## config.mk

```make
export PLATFORM = sky130hd
export DESIGN_NAME = bfs_ctrl
export DESIGN_NICKNAME = d
export VERILOG_FILES = /design/src/logic/bfs_pkg.sv /design/src/logic/bfs_magnitude.sv /design/src/logic/bfs_ctrl.sv
export SDC_FILE = /design/constraint.sdc
export NUM_CORES = 1
export LEC_CHECK = 0
export BUFFER_PORTS_ARGS = -buffer_cell sky130_fd_sc_hd__buf_2
export CAP_MARGIN = 20
export CORE_ASPECT_RATIO = 1.2
export CORE_MARGIN = 2
export CORE_UTILIZATION = 49
export DETAILED_ROUTE_END_ITERATION = 6
export PLACE_DENSITY_LB_ADDON = 0.1
export SLEW_MARGIN = 25
export SYNTH_ARGS = -nofsm -noshare
export SYNTH_HDL_FRONTEND = slang
export SYNTH_SLANG_ARGS = --single-unit
```

## constraint.sdc

```tcl
create_clock -name clock -period 2.7 [get_ports clock]
set_input_delay 0.54 -clock clock [delete_from_list [all_inputs] [get_ports clock]]
set_output_delay 0.54 -clock clock [all_outputs]
set_load 0.01 [all_outputs]
```

## src/logic/bfs_pkg.sv

```systemverilog
/*
 * Package for the block floating-point scaling control: instruction
 * codes, field widths, reset values and the carrier structs.
 * Assumes a single synchronous clock domain shared by all users.
 */
package bfs_pkg;

    localparam int ACC_W       = 40;
    localparam int MSB_POS     = 31;
    localparam int EXT_LO      = 32;
    localparam int FIELD_W     = 4;
    localparam int STATUS_W    = 8;
    localparam int SC_LSB      = 0;
    localparam int PM_LSB      = 4;
    localparam logic [3:0] PM_RESET   = 4'h8;
    localparam logic [3:0] SC_RESET   = 4'h0;
    localparam logic [3:0] BG_RESET   = 4'h0;
    localparam logic [3:0] MAG_MAX    = 4'h7;
    localparam logic [3:0] MAG_MIN    = 4'h9;
    localparam logic [2:0] SHIFT_MAX  = 3'h7;

    typedef enum logic [3:0] {
        BFS_NOP,
        BFS_RESET_PM,
        BFS_WRITE_SC,
        BFS_WRITE_PM,
        BFS_WRITE_BG,
        BFS_WRITE_STATUS,
        BFS_UPDATE_SC,
        BFS_EQUALIZE,
        BFS_OUTPUT
    } bfs_op_t;

    typedef struct packed {
        bfs_op_t     op;
        logic        sel_b;
        logic        twos;
        logic [7:0]  data;
    } bfs_instr_t;

    typedef struct packed {
        logic [3:0] shift_control;
        logic [3:0] pass_magnitude;
        logic [3:0] bit_growth;
    } bfs_set_t;

    typedef struct packed {
        bfs_set_t   set_a;
        bfs_set_t   set_b;
        logic [7:0] status_a;
        logic [7:0] status_b;
    } bfs_state_t;

endpackage

```

## src/logic/bfs_magnitude.sv

```systemverilog
/*
 * Magnitude evaluator: finds the signed exponent of a 40-bit accumulator
 * value relative to full normalization, clamped to -7..+7.
 * Assumes the value is sampled before any output shift is applied.
 */
`timescale 1ns/10ps
module bfs_magnitude #(
    parameter int ACC_WIDTH = 40
) (
    // Accumulator value
    input  wire logic [ACC_WIDTH-1:0] value,
    input  wire logic                 twos,
    // Result
    output logic      [3:0]           magnitude
);
    logic [ACC_WIDTH-1:0] probe;
    logic [5:0]           lead;
    logic                 found;
    int                   k;

    always_comb begin
        // Compare against sign for 2sC, against zero for unsigned
        probe = twos ? (value ^ {ACC_WIDTH{value[ACC_WIDTH-1]}}) : value;
        lead  = 6'h00;
        found = 1'b0;
        for (k = ACC_WIDTH - 1; k >= 0; k--) begin
            if (!found && probe[k]) begin
                lead  = 6'(k);
                found = 1'b1;
            end
        end
        // 2sC: first differing bit normalizes at 30; unsigned at 31
        if (twos) begin
            lead = lead + 6'h01;
        end
        if (!found) begin
            magnitude = bfs_pkg::MAG_MIN;
        end else if (lead > 6'd38) begin
            magnitude = bfs_pkg::MAG_MAX;
        end else if (lead < 6'd24) begin
            magnitude = bfs_pkg::MAG_MIN;
        end else begin
            // Zero when lead is 31
            magnitude = 4'(lead - 6'd31);
        end
    end

endmodule

```

## src/logic/bfs_ctrl.sv

```systemverilog
/*
 * Block floating-point scaling control for a two-accumulator integer
 * arithmetic unit. Holds shift control, pass magnitude and bit growth per
 * accumulator, tracks output magnitude and computes the next shift.
 * Assumes instructions and input port data are synchronous to clock and
 * that the sequencer issues at most one instruction per cycle.
 */
`timescale 1ns/10ps
// Overview of operation
// - Pass magnitude is 4-bit signed, -7..+7
// - Pattern 1000 from reset, reset instruction or port write, never from tracking
// - Two independent register sets, A and B
// - Shift control written from port or updated
// - Pass magnitude reset, loaded, else tracked
// - Bit growth loaded from port bits 3-0
// - Bit growth held until rewritten
// - Track only output values, before shifting
// - Twos-complement normalized value has magnitude zero
// - Unsigned normalized value has magnitude zero
// - One magnitude step per bit position
// - Replace pass magnitude when new greater
// - Update: growth plus magnitude minus shift
// - Equalize loads larger of two shifts
// - Output shifted by shift control amount
// - Shift and magnitude readable in status
// - Negative shifts left, -8 shifts seven
module bfs_ctrl #(
    parameter int ACC_WIDTH = bfs_pkg::ACC_W
) (
    // Clock and reset
    input  wire logic                 clock,
    input  wire logic                 rst_b,
    // Instruction from sequencer
    input  wire bfs_pkg::bfs_instr_t  instr,
    // Accumulator values presented for output
    input  wire logic [ACC_WIDTH-1:0] acc_a,
    input  wire logic [ACC_WIDTH-1:0] acc_b,
    // Shift amounts toward the output shifter
    output logic                      shift_left_a,
    output logic      [2:0]           shift_amount_a,
    output logic                      shift_left_b,
    output logic      [2:0]           shift_amount_b,
    // Status fields
    output logic      [7:0]           status_a,
    output logic      [7:0]           status_b
);
    bfs_pkg::bfs_state_t  state;
    bfs_pkg::bfs_state_t  next_state;
    logic [ACC_WIDTH-1:0] out_value;
    logic [3:0]           out_magnitude;
    logic                 out_twos;
    bfs_pkg::bfs_set_t    cur;
    bfs_pkg::bfs_set_t    upd;
    logic signed [3:0]    sc_a_s;
    logic signed [3:0]    sc_b_s;
    logic signed [3:0]    sc_max;

    // Only the value actually leaving is evaluated, unshifted
    assign out_value = instr.sel_b ? acc_b : acc_a;
    assign out_twos  = instr.twos;

    bfs_magnitude #(
        .ACC_WIDTH (ACC_WIDTH)
    ) u_magnitude (
        .value     (out_value),
        .twos      (out_twos),
        .magnitude (out_magnitude)
    );

    assign sc_a_s = $signed(state.set_a.shift_control);
    assign sc_b_s = $signed(state.set_b.shift_control);
    assign sc_max = (sc_a_s > sc_b_s) ? sc_a_s : sc_b_s;

    always_comb begin
        next_state = state;
        cur = instr.sel_b ? state.set_b : state.set_a;
        upd = cur;
        unique case (instr.op)
            bfs_pkg::BFS_RESET_PM: begin
                upd.pass_magnitude = bfs_pkg::PM_RESET;
            end
            bfs_pkg::BFS_WRITE_SC: begin
                upd.shift_control = instr.data[3:0];
            end
            bfs_pkg::BFS_WRITE_PM: begin
                upd.pass_magnitude = instr.data[3:0];
            end
            bfs_pkg::BFS_WRITE_BG: begin
                upd.bit_growth = instr.data[3:0];
            end
            bfs_pkg::BFS_WRITE_STATUS: begin
                upd.shift_control  = instr.data[bfs_pkg::SC_LSB +: bfs_pkg::FIELD_W];
                upd.pass_magnitude = instr.data[bfs_pkg::PM_LSB +: bfs_pkg::FIELD_W];
            end
            bfs_pkg::BFS_UPDATE_SC: begin
                // Signed wrap to four bits
                upd.shift_control = 4'($signed(cur.bit_growth)
                    + $signed(cur.pass_magnitude)
                    - $signed(cur.shift_control));
            end
            bfs_pkg::BFS_EQUALIZE: begin
                upd.shift_control = sc_max;
            end
            bfs_pkg::BFS_OUTPUT: begin
                if ($signed(out_magnitude) > $signed(cur.pass_magnitude)) begin
                    upd.pass_magnitude = out_magnitude;
                end
            end
            default: begin
                upd = cur;
            end
        endcase
        if (instr.sel_b) begin
            next_state.set_b = upd;
        end else begin
            next_state.set_a = upd;
        end
        next_state.status_a = {next_state.set_a.pass_magnitude,
                               next_state.set_a.shift_control};
        next_state.status_b = {next_state.set_b.pass_magnitude,
                               next_state.set_b.shift_control};
    end

    always_ff @(posedge clock or negedge rst_b) begin
        if (!rst_b) begin
            state <= '{set_a:    '{bfs_pkg::SC_RESET, bfs_pkg::PM_RESET, bfs_pkg::BG_RESET},
                       set_b:    '{bfs_pkg::SC_RESET, bfs_pkg::PM_RESET, bfs_pkg::BG_RESET},
                       status_a: {bfs_pkg::PM_RESET, bfs_pkg::SC_RESET},
                       status_b: {bfs_pkg::PM_RESET, bfs_pkg::SC_RESET}};
        end else begin
            state <= next_state;
        end
    end

    // -8 still shifts left by seven only
    assign shift_left_a   = state.set_a.shift_control[3];
    assign shift_amount_a = (state.set_a.shift_control == bfs_pkg::PM_RESET) ? bfs_pkg::SHIFT_MAX
                          : 3'(shift_left_a ? -sc_a_s : sc_a_s);
    assign shift_left_b   = state.set_b.shift_control[3];
    assign shift_amount_b = (state.set_b.shift_control == bfs_pkg::PM_RESET) ? bfs_pkg::SHIFT_MAX
                          : 3'(shift_left_b ? -sc_b_s : sc_b_s);
    assign status_a = state.status_a;
    assign status_b = state.status_b;
endmodule

```

==> results of run 1 <==
layer usage:
layer  up-vias  GRT usage  part of all wire
met5         -          0                 0
met4         0      0.116             0.039
met3        57     0.0182             0.048
li1       2636          -                 -
met1      2620      0.308              0.37
met2       235      0.624              0.54
worst paths after layout:
path                                    startpoint                 endpoint  slack [ns]
max                                       instr[9]    state[23]$_DFFE_PN1P_       -2.13
max in group asynchronous                    rst_b    state[35]$_DFFE_PN1N_        2.08
min reg2reg                  state[18]$_DFFE_PN0P_    state[18]$_DFFE_PN0P_        0.52
min in group clock           state[18]$_DFFE_PN0P_    state[18]$_DFFE_PN0P_        0.52
max reg2reg                status_a[5]$_DFFE_PN0N_  status_a[3]$_DFFE_PN0N_       -0.08
min                                          rst_b  status_a[1]$_DFFE_PN0N_        0.25
per-stage QoR:
step                power, uW  setup slack [ns]  cells   util
global route             3590             -2.46    923  0.776
detailed placement       2770             -2.76    905  0.711
CTS                      3190             -2.24    919  0.739
global placement         2680             -2.65    905  0.711
finish                   3330             -2.13    923  0.776
floorplan                1970             -2.34    564      -
report_power, final:
group	switching (uW)	internal [uW]
combinational	1220	1250
sequential	80.4	461
clock	122	198
cell families after synthesis:
group / Yosys count / synth area share
buf+inv: 66 / 0.0822
fa+ha+maj: 19 / 0.0594
flops: 24 / 0.138
simple gates: 205 / 0.248
xor+xnor: 21 / 0.0420
compound gates: 176 / 0.300
mux: 53 / 0.131
synthesized netlist by cell type (9+ instances only):
| library cell | number | area share |
|---|---|---|
| nand2_1 | 43 | 0.037 |
| nor2_1 | 42 | 0.036 |
| mux2i_1 | 29 | 0.066 |
| o21ai_0 | 28 | 0.032 |
| nand3_1 | 26 | 0.030 |
| a21oi_1 | 24 | 0.027 |
| dfrtp_1 | 22 | 0.13 |
| mux2_2 | 21 | 0.054 |
| buf_4 | 19 | 0.033 |
| inv_1 | 19 | 0.016 |
| ha_1 | 16 | 0.046 |
| nor2b_1 | 13 | 0.019 |
| clkbuf_1 | 12 | 0.010 |
| xnor2_1 | 12 | 0.024 |
| a211oi_1 | 11 | 0.019 |
| nand4_1 | 11 | 0.016 |
| o22ai_1 | 10 | 0.014 |
| a211o_1 | 9 | 0.018 |
| buf_2 | 9 | 0.010 |
| nand2b_1 | 9 | 0.013 |
| xor2_1 | 9 | 0.018 |
sequential cells by signal, indices dropped and copies added, names as in the netlist:
signal and cells:
state 10, status_b 7, status_a 7
layout by cell type (no fill, tap or decap), types with 7 or more instances in the layout:
cell type and n:
buf_4 155, buf_2 114, nand2_1 41, nor2_1 40
mux2i_1 22, dfrtp_1 22, nand3_1 21, a21oi_1 21
o21ai_0 18, inv_1 17, mux2_2 16, o21ai_1 14
ha_1 13, nand4_1 11, xnor2_1 11, nor2b_1 11
a211o_1 9, nand2b_1 9, o22ai_1 9, xor2_1 9
or3_1 7, o22a_1 7
layout make-up:
| type | instances | area, um2 | area share |
|---|---|---|---|
| Inverter | 20 | 75.1 | 0.0112 |
| Clock buffer | 3 | 41.3 | 0.00614 |
| Sequential cell | 24 | 603 | 0.0897 |
| Multi-Input combinational cell | 474 | 3870 | 0.576 |
| Clock inverter | 1 | 30.0 | 0.00447 |
| Timing Repair Buffer | 284 | 1960 | 0.291 |
| Tap cell | 117 | 146 | 0.0218 |
what timing repair did:
item                       CTS  global route
pin swaps                   14            27
setup endpoints to repair   16            14
gates cloned                 0             0
gates resized for setup     21            62
buffers inserted            10             5
worst reg2reg max path, delay by kind of cell (launching register included):
kind                     cells  cell delay [ns]
multiplexers                 1             0.22
XOR/XNOR                     1             0.14
adder cells (fa/ha/maj)      2             0.77
buffers and inverters        1             0.12
AO/OA/AOI/OAI                6             0.99
flip-flops                   1             0.42
==> impl_metrics.csv, run 1 <==
group,metric,value,unit
logic_synthesis,syn_area_per_cell,7.77,um2
place,io_buffers,117,
die,die_area,0.00972,mm2
die,initial_core_util,0.506,
clocking,insertion_delay,0.27,ns
timing,tns,-20.72,ns
timing,whs,0.253,ns
drt,via_count,5548,
drt,wl_per_cell,16.7,um
drt,ant_nets,0,
global_routing,grtUsageTotal,0.300,
run_status,status,"finished with violations",
logic_synthesis,synth_seq_cells,24,
global_routing,grt_pass1_vias,5485,
logic_synthesis,ys_seq_area_frac,0.138,
logic_synthesis,syn_inst,564,
hold_path,holdCritPathClass,"input pin to asynchronous set/reset pin",
logic_synthesis,synth_cell_type_count,88,
clocking,cts_tree,"done",
drt,drcViolationCount,16,
clocking,clk_pin_slew,0.09,ns
cells_and_area,layout-drive-gt1-share,0.491,
setup_path,cp-start-kind,"input pin",
timing,fmax,207,MHz
timing,tightestPinTransition,0.558,ns
setup_path,path_buf_inv,3,
clocking,cts_buffers,3,
setup_path,crit_arrival,5.02,ns
place,gp_congestion,0.905,
power,peakVddDrop,0.000276,V
clocking,hold_buffers,0,
drt,via_per_inst,6.01,
clocking,htreeDepth,1,
cells_and_area,fin_area,0.00672,mm2
die,dieWidth,90.4,um
logic_synthesis,ys.flop_type,"dfrtp_1",
logic_synthesis,synth_fp_nets,679,
power,powerDensity,495,mW/mm2
setup_path,end_kind,"flop",
logic_synthesis,synth.cell_area,0.00438,mm2
global_routing,grt_max_degree,34,
drt,postRouteWirelength,15.4,mm
timing,rsz0062_at_grt,"true",
drt,drt_iter0_drc,290,
setup_path,critical_path_class,"input pin to flop",
global_routing,grt_pass1_wl,24.2,mm
timing,finClkSkew,0.00339,ns
cells_and_area,nFillCells,631,
die,row_count,37,
timing,drv_slew,0,
logic_synthesis,yosysWarningCount,0,
setup_path,crit_top_cell,"ha_4",
die,core_area,0.00866,mm2
timing,setup_slack,-2.13,ns
clocking,cts-root-buf,"clkbuf_8",
global_routing,antenna_found_initial,0,
setup_path,critPathMaxStageDelay,0.49,ns
drt,first_pass_iters,7,
timing,period_share,1.79,
logic_synthesis,async_flop_share,1.00,
setup_path,cp_top_family,"simple AND/OR/NAND/NOR gates",
setup_path,ff2ff_path_depth,11,
die,die_h,108,um
global_routing,gr-total-overflow,0,
cells_and_area,nets,922,
timing,finalHoldViolCount,0,
place,dpl.hpwl,12.2,mm
setup_path,path_max_fanout,8,
place,dpl_cell_area,0.00616,mm2
setup_path,worstSetupPathDepth,25,
run_status,violations,"design-rule violations, negative setup slack",
cells_and_area,syn_to_final_growth,53.3,%
cells_and_area,diodes,0,
setup_path,cp.required,2.89,ns
timing,setup-violations-final,14,
power,power_leakage,0.00301,uW
setup_path,slowest_stage,"or4_1",
logic_synthesis,synth-edff-count,0,
clocking,cts_sinks,24,
timing,max_slew_margin,0.628,
die,ios,120,
clocking,ctsLongestPathBuffers,2,
job,maxCapViolCount,0,
timing,min_period,4.83,ns
(Power assumes the default switching activity.)
==> run 2, diff against run 1 <==
--- a/config.mk
+++ b/config.mk
@@ -11,7 +11,7 @@
 export CORE_MARGIN = 2
 export CORE_UTILIZATION = 49
 export DETAILED_ROUTE_END_ITERATION = 6
-export PLACE_DENSITY_LB_ADDON = 0.1
+export PLACE_DENSITY = 0.78
 export SLEW_MARGIN = 25
 export SYNTH_ARGS = -nofsm -noshare
 export SYNTH_HDL_FRONTEND = slang
==> run 2 against run 1 <==
Against the previous run: the run ends with negative setup slack left; clock power is 31% lower; sequential power is 3.9% higher; register-to-register slack better by 0.11 ns; routed wire length is 25% higher; worst hold slack worse by 0.0045 ns; via count is 12% higher; largest cell class unchanged; highest routed layer unchanged.
==> impl_metrics.csv, run 2 (synthesis gave the netlist of run 1 again) <==
group,metric,value,unit
run_status,status,"finished with violations",
run_status,violations,"negative setup slack",
die,initial_core_util,0.506,
clocking,htreeDepth,1,
clocking,cts-root-buf,"clkbuf_8",
drt,wl_per_cell,20.3,um
timing,finClkSkew,0.00616,ns
drt,ant_nets,0,
setup_path,path_buf_inv,4,
die,die_h,108,um
global_routing,grt_pass1_wl,28.1,mm
timing,drv_slew,0,
place,dpl.hpwl,12.4,mm
setup_path,crit_top_cell,"ha_4",
clocking,clk_pin_slew,0.09,ns
clocking,cts_buffers,3,
drt,drcViolationCount,0,
power,internal-power,1960,uW
setup_path,path_max_fanout,9,
timing,rsz0062_at_grt,"true",
die,core_area,0.00866,mm2
drt,via_count,6207,
power,power_frac_clock,0.062,
power,power_leakage,0.00317,uW
power,power_switching_share,0.447,
clocking,cts_sinks,24,
power,switchingPower,1590,uW
die,ios,120,
power,peakVddDrop,0.000252,V
timing,setup_slack,-2.53,ns
hold_path,holdCritPathClass,"input pin to asynchronous set/reset pin",
global_routing,antenna_found_initial,0,
power,pwr-share-comb,0.779,
timing,fmax,191,MHz
job,maxCapViolCount,0,
timing,tns,-22.25,ns
setup_path,slowest_stage,"nor3b_1",
global_routing,grt_pass1_vias,6047,
drt,postRouteWirelength,19.2,mm
clocking,hold_buffers,0,
cells_and_area,largest_reg_flops,10,
cells_and_area,nets,945,
global_routing,gr-total-overflow,0,
setup_path,cp.required,2.84,ns
timing,finalHoldViolCount,0,
global_routing,grt_max_degree,25,
place,dpl_cell_area,0.00615,mm2
die,die_area,0.00972,mm2
die,row_count,37,
setup_path,cp-start-kind,"input pin",
place,io_buffers,117,
cells_and_area,syn_to_final_growth,60.5,%
cells_and_area,layout-drive-gt1-share,0.513,
clocking,ctsLongestPathBuffers,2,
setup_path,cp_top_family,"simple AND/OR/NAND/NOR gates",
global_routing,grtUsageTotal,0.349,
setup_path,critical_path_class,"input pin to flop",
drt,via_per_inst,6.56,
timing,max_slew_margin,0.600,
setup_path,critPathMaxStageDelay,0.58,ns
cells_and_area,regMostFlops,"state",
cells_and_area,diodes,0,
drt,first_pass_iters,5,
die,dieWidth,90.4,um
setup_path,end_kind,"flop",
timing,min_period,5.23,ns
clocking,insertion_delay,0.27,ns
cells_and_area,fin_area,0.00704,mm2
clocking,cts_tree,"done",
place,gp_congestion,0.975,
setup_path,crit_arrival,5.38,ns
cells_and_area,layout_commonest_cell,"buf_4",
timing,tightestPinTransition,0.598,ns
drt,drt_iter0_drc,530,
cells_and_area,final_cell_mix,"buf_4, buf_2, nand2_1, nor2_1, nand3_1",
power,powerDensity,504,mW/mm2
timing,period_share,1.94,
power,sequentialPowerShare,0.158,
timing,setup-violations-final,14,
==> run 2: layer usage <==
metal | vias up | part of all wire | wire length (um) | global-route usage
li1 | 2682 | - | - | -
met5 | - | 0 | 0 | 0
met3 | 134 | 0.084 | 1610 | 0.0483
met4 | 0 | 0.066 | 1260 | 0.195
met1 | 2918 | 0.35 | 6750 | 0.371
met2 | 473 | 0.50 | 9580 | 0.663
==> run 2: cell type report <==
type	count	area (um2)
multi-input combinational	474	3900
tap	117	146
fill	475	1620
clock buffer	4	45.0
timing repair buffer	307	2270
sequential	24	603
inverter	20	75.1
==> run 2: final timing paths <==
check,start,endpoint,slack [ns],cells past startpoint
max,acc_b[39],status_b[4]$_DFFE_PN0P_,-2.53,26
min,rst_b,state[16]$_DFFE_PN0P_,0.25,1
max reg2reg,state[29]$_DFFE_PN0N_,status_b[3]$_DFFE_PN0P_,0.03,10
min reg2reg,state[29]$_DFFE_PN0N_,state[29]$_DFFE_PN0N_,0.51,1
max in group asynchronous,rst_b,state[35]$_DFFE_PN1N_,2.08,1
min in group clock,state[29]$_DFFE_PN0N_,state[29]$_DFFE_PN0N_,0.51,1
==> run 2: what timing repair did <==
action,4_1_cts,5_1_grt
gates resized for setup,45,63
gates cloned,5,1
setup buffers,22,8
pin swaps,25,41
setup endpoints to repair,16,16
hold endpoints to repair,0,0
==> run 2: power by group through the flow <==
stage | clock network (uW) | logic, uW | registers, uW
2_1_floorplan | 0 | 1420 | 551
4_1_cts | 219 | 2480 | 549
5_1_grt | 234 | 2950 | 572
3_5_place_dp | 0 | 2200 | 556
3_3_place_gp | 0 | 2110 | 548
6_report | 221 | 2770 | 562
==> run 2: through the flow <==
step	setup WS (ns)	instances	total power, uW	hold WS [ns]	utilization
3_5_place_dp	-2.66	907	2760	0.498	0.710
3_3_place_gp	-2.46	907	2660	0.485	0.710
4_1_cts	-2.27	938	3240	0.263	0.775
6_report	-2.53	946	3550	0.249	0.813
5_1_grt	-2.75	946	3750	0.295	0.813
2_1_floorplan	-2.34	564	1970	0.244	-
==> run 3, diff against run 2 <==
--- a/config.mk
+++ b/config.mk
@@ -12,6 +12,7 @@
 export CORE_UTILIZATION = 49
 export DETAILED_ROUTE_END_ITERATION = 6
 export PLACE_DENSITY = 0.78
+export SETUP_SLACK_MARGIN = 0.05
 export SLEW_MARGIN = 25
 export SYNTH_ARGS = -nofsm -noshare
 export SYNTH_HDL_FRONTEND = slang
==> run 3 against run 2 <==
Against the previous run: the flow finishes with violations (design-rule violations, negative setup slack); utilization fell by 0.058 points; flip-flop and latch count unchanged; global-route usage decreased by 0.30 points; non-clock buffer count did not move; design area about the same; total power is essentially flat; clock-buffer cell count unchanged; worst hold slack improved by 0.0043 ns; die area did not move; critical path type unchanged; highest routed layer unchanged.
==> impl_metrics.csv, run 3 (synthesis gave the netlist of run 1 again) <==
group,metric,value,unit
cells_and_area,final_cell_mix,"buf_4, buf_2, nand2_1, nor2_1, nand3_1",
power,powerDensity,504,mW/mm2
timing,finClkSkew,0.00725,ns
global_routing,antenna_found_initial,0,
place,gp_congestion,0.975,
clocking,cts_buffers,3,
timing,whs,0.253,ns
timing,tightestPinTransition,0.705,ns
place,dp_slack,-2.66,ns
global_routing,grtUsageTotal,0.346,
clocking,clk_pin_slew,0.09,ns
power,power_leakage,0.00317,uW
drt,ant_nets,0,
clocking,cts_sinks,24,
place,io_buffers,117,
clocking,cts_tree,"done",
timing,finalHoldViolCount,0,
power,peakVddDrop,0.000252,V
setup_path,crit_arrival,5.49,ns
die,core_area,0.00866,mm2
setup_path,cp-start-kind,"input pin",
clocking,hold_buffers,0,
hold_path,holdCritPathClass,"input pin to asynchronous set/reset pin",
timing,max_slew_margin,0.529,
cells_and_area,syn_to_final_growth,60.4,%
clocking,htreeDepth,1,
setup_path,path_max_fanout,9,
die,die_area,0.00972,mm2
power,internal-power,1960,uW
drt,via_count,6205,
run_status,status,"finished with violations",
power,total_power,3550,uW
clocking,insertion_delay,0.27,ns
drt,first_pass_iters,7,
global_routing,grt_pass1_wl,27.9,mm
run_status,violations,"design-rule violations, negative setup slack",
setup_path,end_kind,"flop",
die,die_h,108,um
timing,min_period,5.30,ns
drt,via_per_inst,6.56,
drt,wl_per_cell,20.3,um
timing,tns,-22.58,ns
power,power_switching_share,0.446,
setup_path,critPathMaxStageDelay,0.66,ns
clocking,cts-root-buf,"clkbuf_8",
cells_and_area,largest_reg_flops,10,
timing,rsz0062_at_grt,"true",
die,initial_core_util,0.506,
clocking,ctsLongestPathBuffers,2,
cells_and_area,layout_commonest_cell,"buf_4",
drt,drcViolationCount,1,
timing,drv_slew,0,
drt,drt_iter0_drc,511,
cells_and_area,regMostFlops,"state",
timing,fmax,189,MHz
setup_path,critical_path_class,"input pin to flop",
global_routing,grt_max_degree,25,
power,power_frac_clock,0.063,
die,row_count,37,
setup_path,cp.required,2.89,ns
timing,setup_slack,-2.60,ns
die,dieWidth,90.4,um
cells_and_area,diodes,0,
timing,setup-violations-final,14,
cells_and_area,layout-drive-gt1-share,0.514,
die,ios,120,
setup_path,slowest_stage,"nor3b_1",
power,pwr-share-comb,0.779,
timing,period_share,1.96,
job,maxCapViolCount,0,
place,dpl.hpwl,12.4,mm
global_routing,gr-total-overflow,0,
cells_and_area,nets,945,
power,sequentialPowerShare,0.158,
setup_path,ff2ff_path_depth,11,
drt,postRouteWirelength,19.2,mm
power,switchingPower,1580,uW
global_routing,grt_pass1_vias,6039,
run 3: cell counts in the layout (fill, tap and decap cells not counted):
Identical to the previous run, type by type.
run 3: final timing paths:
path | start | to | slack, ns
max in group asynchronous | rst_b | state[23]$_DFFE_PN1P_ | 2.06
min in group clock | state[29]$_DFFE_PN0N_ | state[29]$_DFFE_PN0N_ | 0.51
worst max register to register | status_b[5]$_DFFE_PN0P_ | status_a[3]$_DFFE_PN0N_ | -0.04
worst max-delay path | acc_b[39] | status_b[4]$_DFFE_PN0P_ | -2.60
worst min-delay path | rst_b | state[16]$_DFFE_PN0P_ | 0.25
worst min register to register | state[29]$_DFFE_PN0N_ | state[29]$_DFFE_PN0N_ | 0.51
run 3: repair_timing:
item,CTS,global route
endpoints found under the hold margin,0,0
resized for setup,45,63
gates cloned,5,1
pin swaps,26,39
setup endpoints to repair,16,16
buffers inserted,22,8
run 3: metal layers:
layer  global-route usage  vias to the layer above  wire (um)
met5                    0                        -          0
met4                0.189                        0       1360
met3               0.0490                      148       1540
met2                0.658                      448       9610
met1                0.368                     2928       6670
li1                     -                     2681          -
run 3: critical path, delay by kind of cell:
| family | cells | cell delay (ns) |
|---|---|---|
| buf+inv | 4 | 0.63 |
| mux | 1 | 0.28 |
| compound gates | 10 | 1.52 |
| xor+xnor | 1 | 0.16 |
| simple gates | 8 | 1.63 |
| fa+ha+maj | 3 | 0.71 |
run 3: power by group through the flow:
| stage | registers, uW | logic, uW | clock network [uW] |
|---|---|---|---|
| after floorplan | 551 | 1420 | 0 |
| after global placement | 548 | 2110 | 0 |
| after detailed placement | 556 | 2200 | 0 |
| after CTS | 549 | 2470 | 219 |
| after global routing | 572 | 2950 | 234 |
| final | 560 | 2760 | 223 |
run 3: area by class of cell:
cell class / instances / area [um2]
Multi-Input combinational cell: 474 / 3890
Tap cell: 117 / 146
Sequential cell: 24 / 603
Timing Repair Buffer: 307 / 2270
Fill cell: 479 / 1630
Inverter: 20 / 75.1
Clock buffer: 4 / 45.0
run 3: stage by stage:
step / utilization / area [um2] / std cells
5_1_grt: 0.812 / 7030 / 946
4_1_cts: 0.774 / 6700 / 937
2_1_floorplan: - / 4550 / 564
3_3_place_gp: 0.710 / 6150 / 907
3_5_place_dp: 0.710 / 6150 / 907
6_report: 0.812 / 7030 / 946
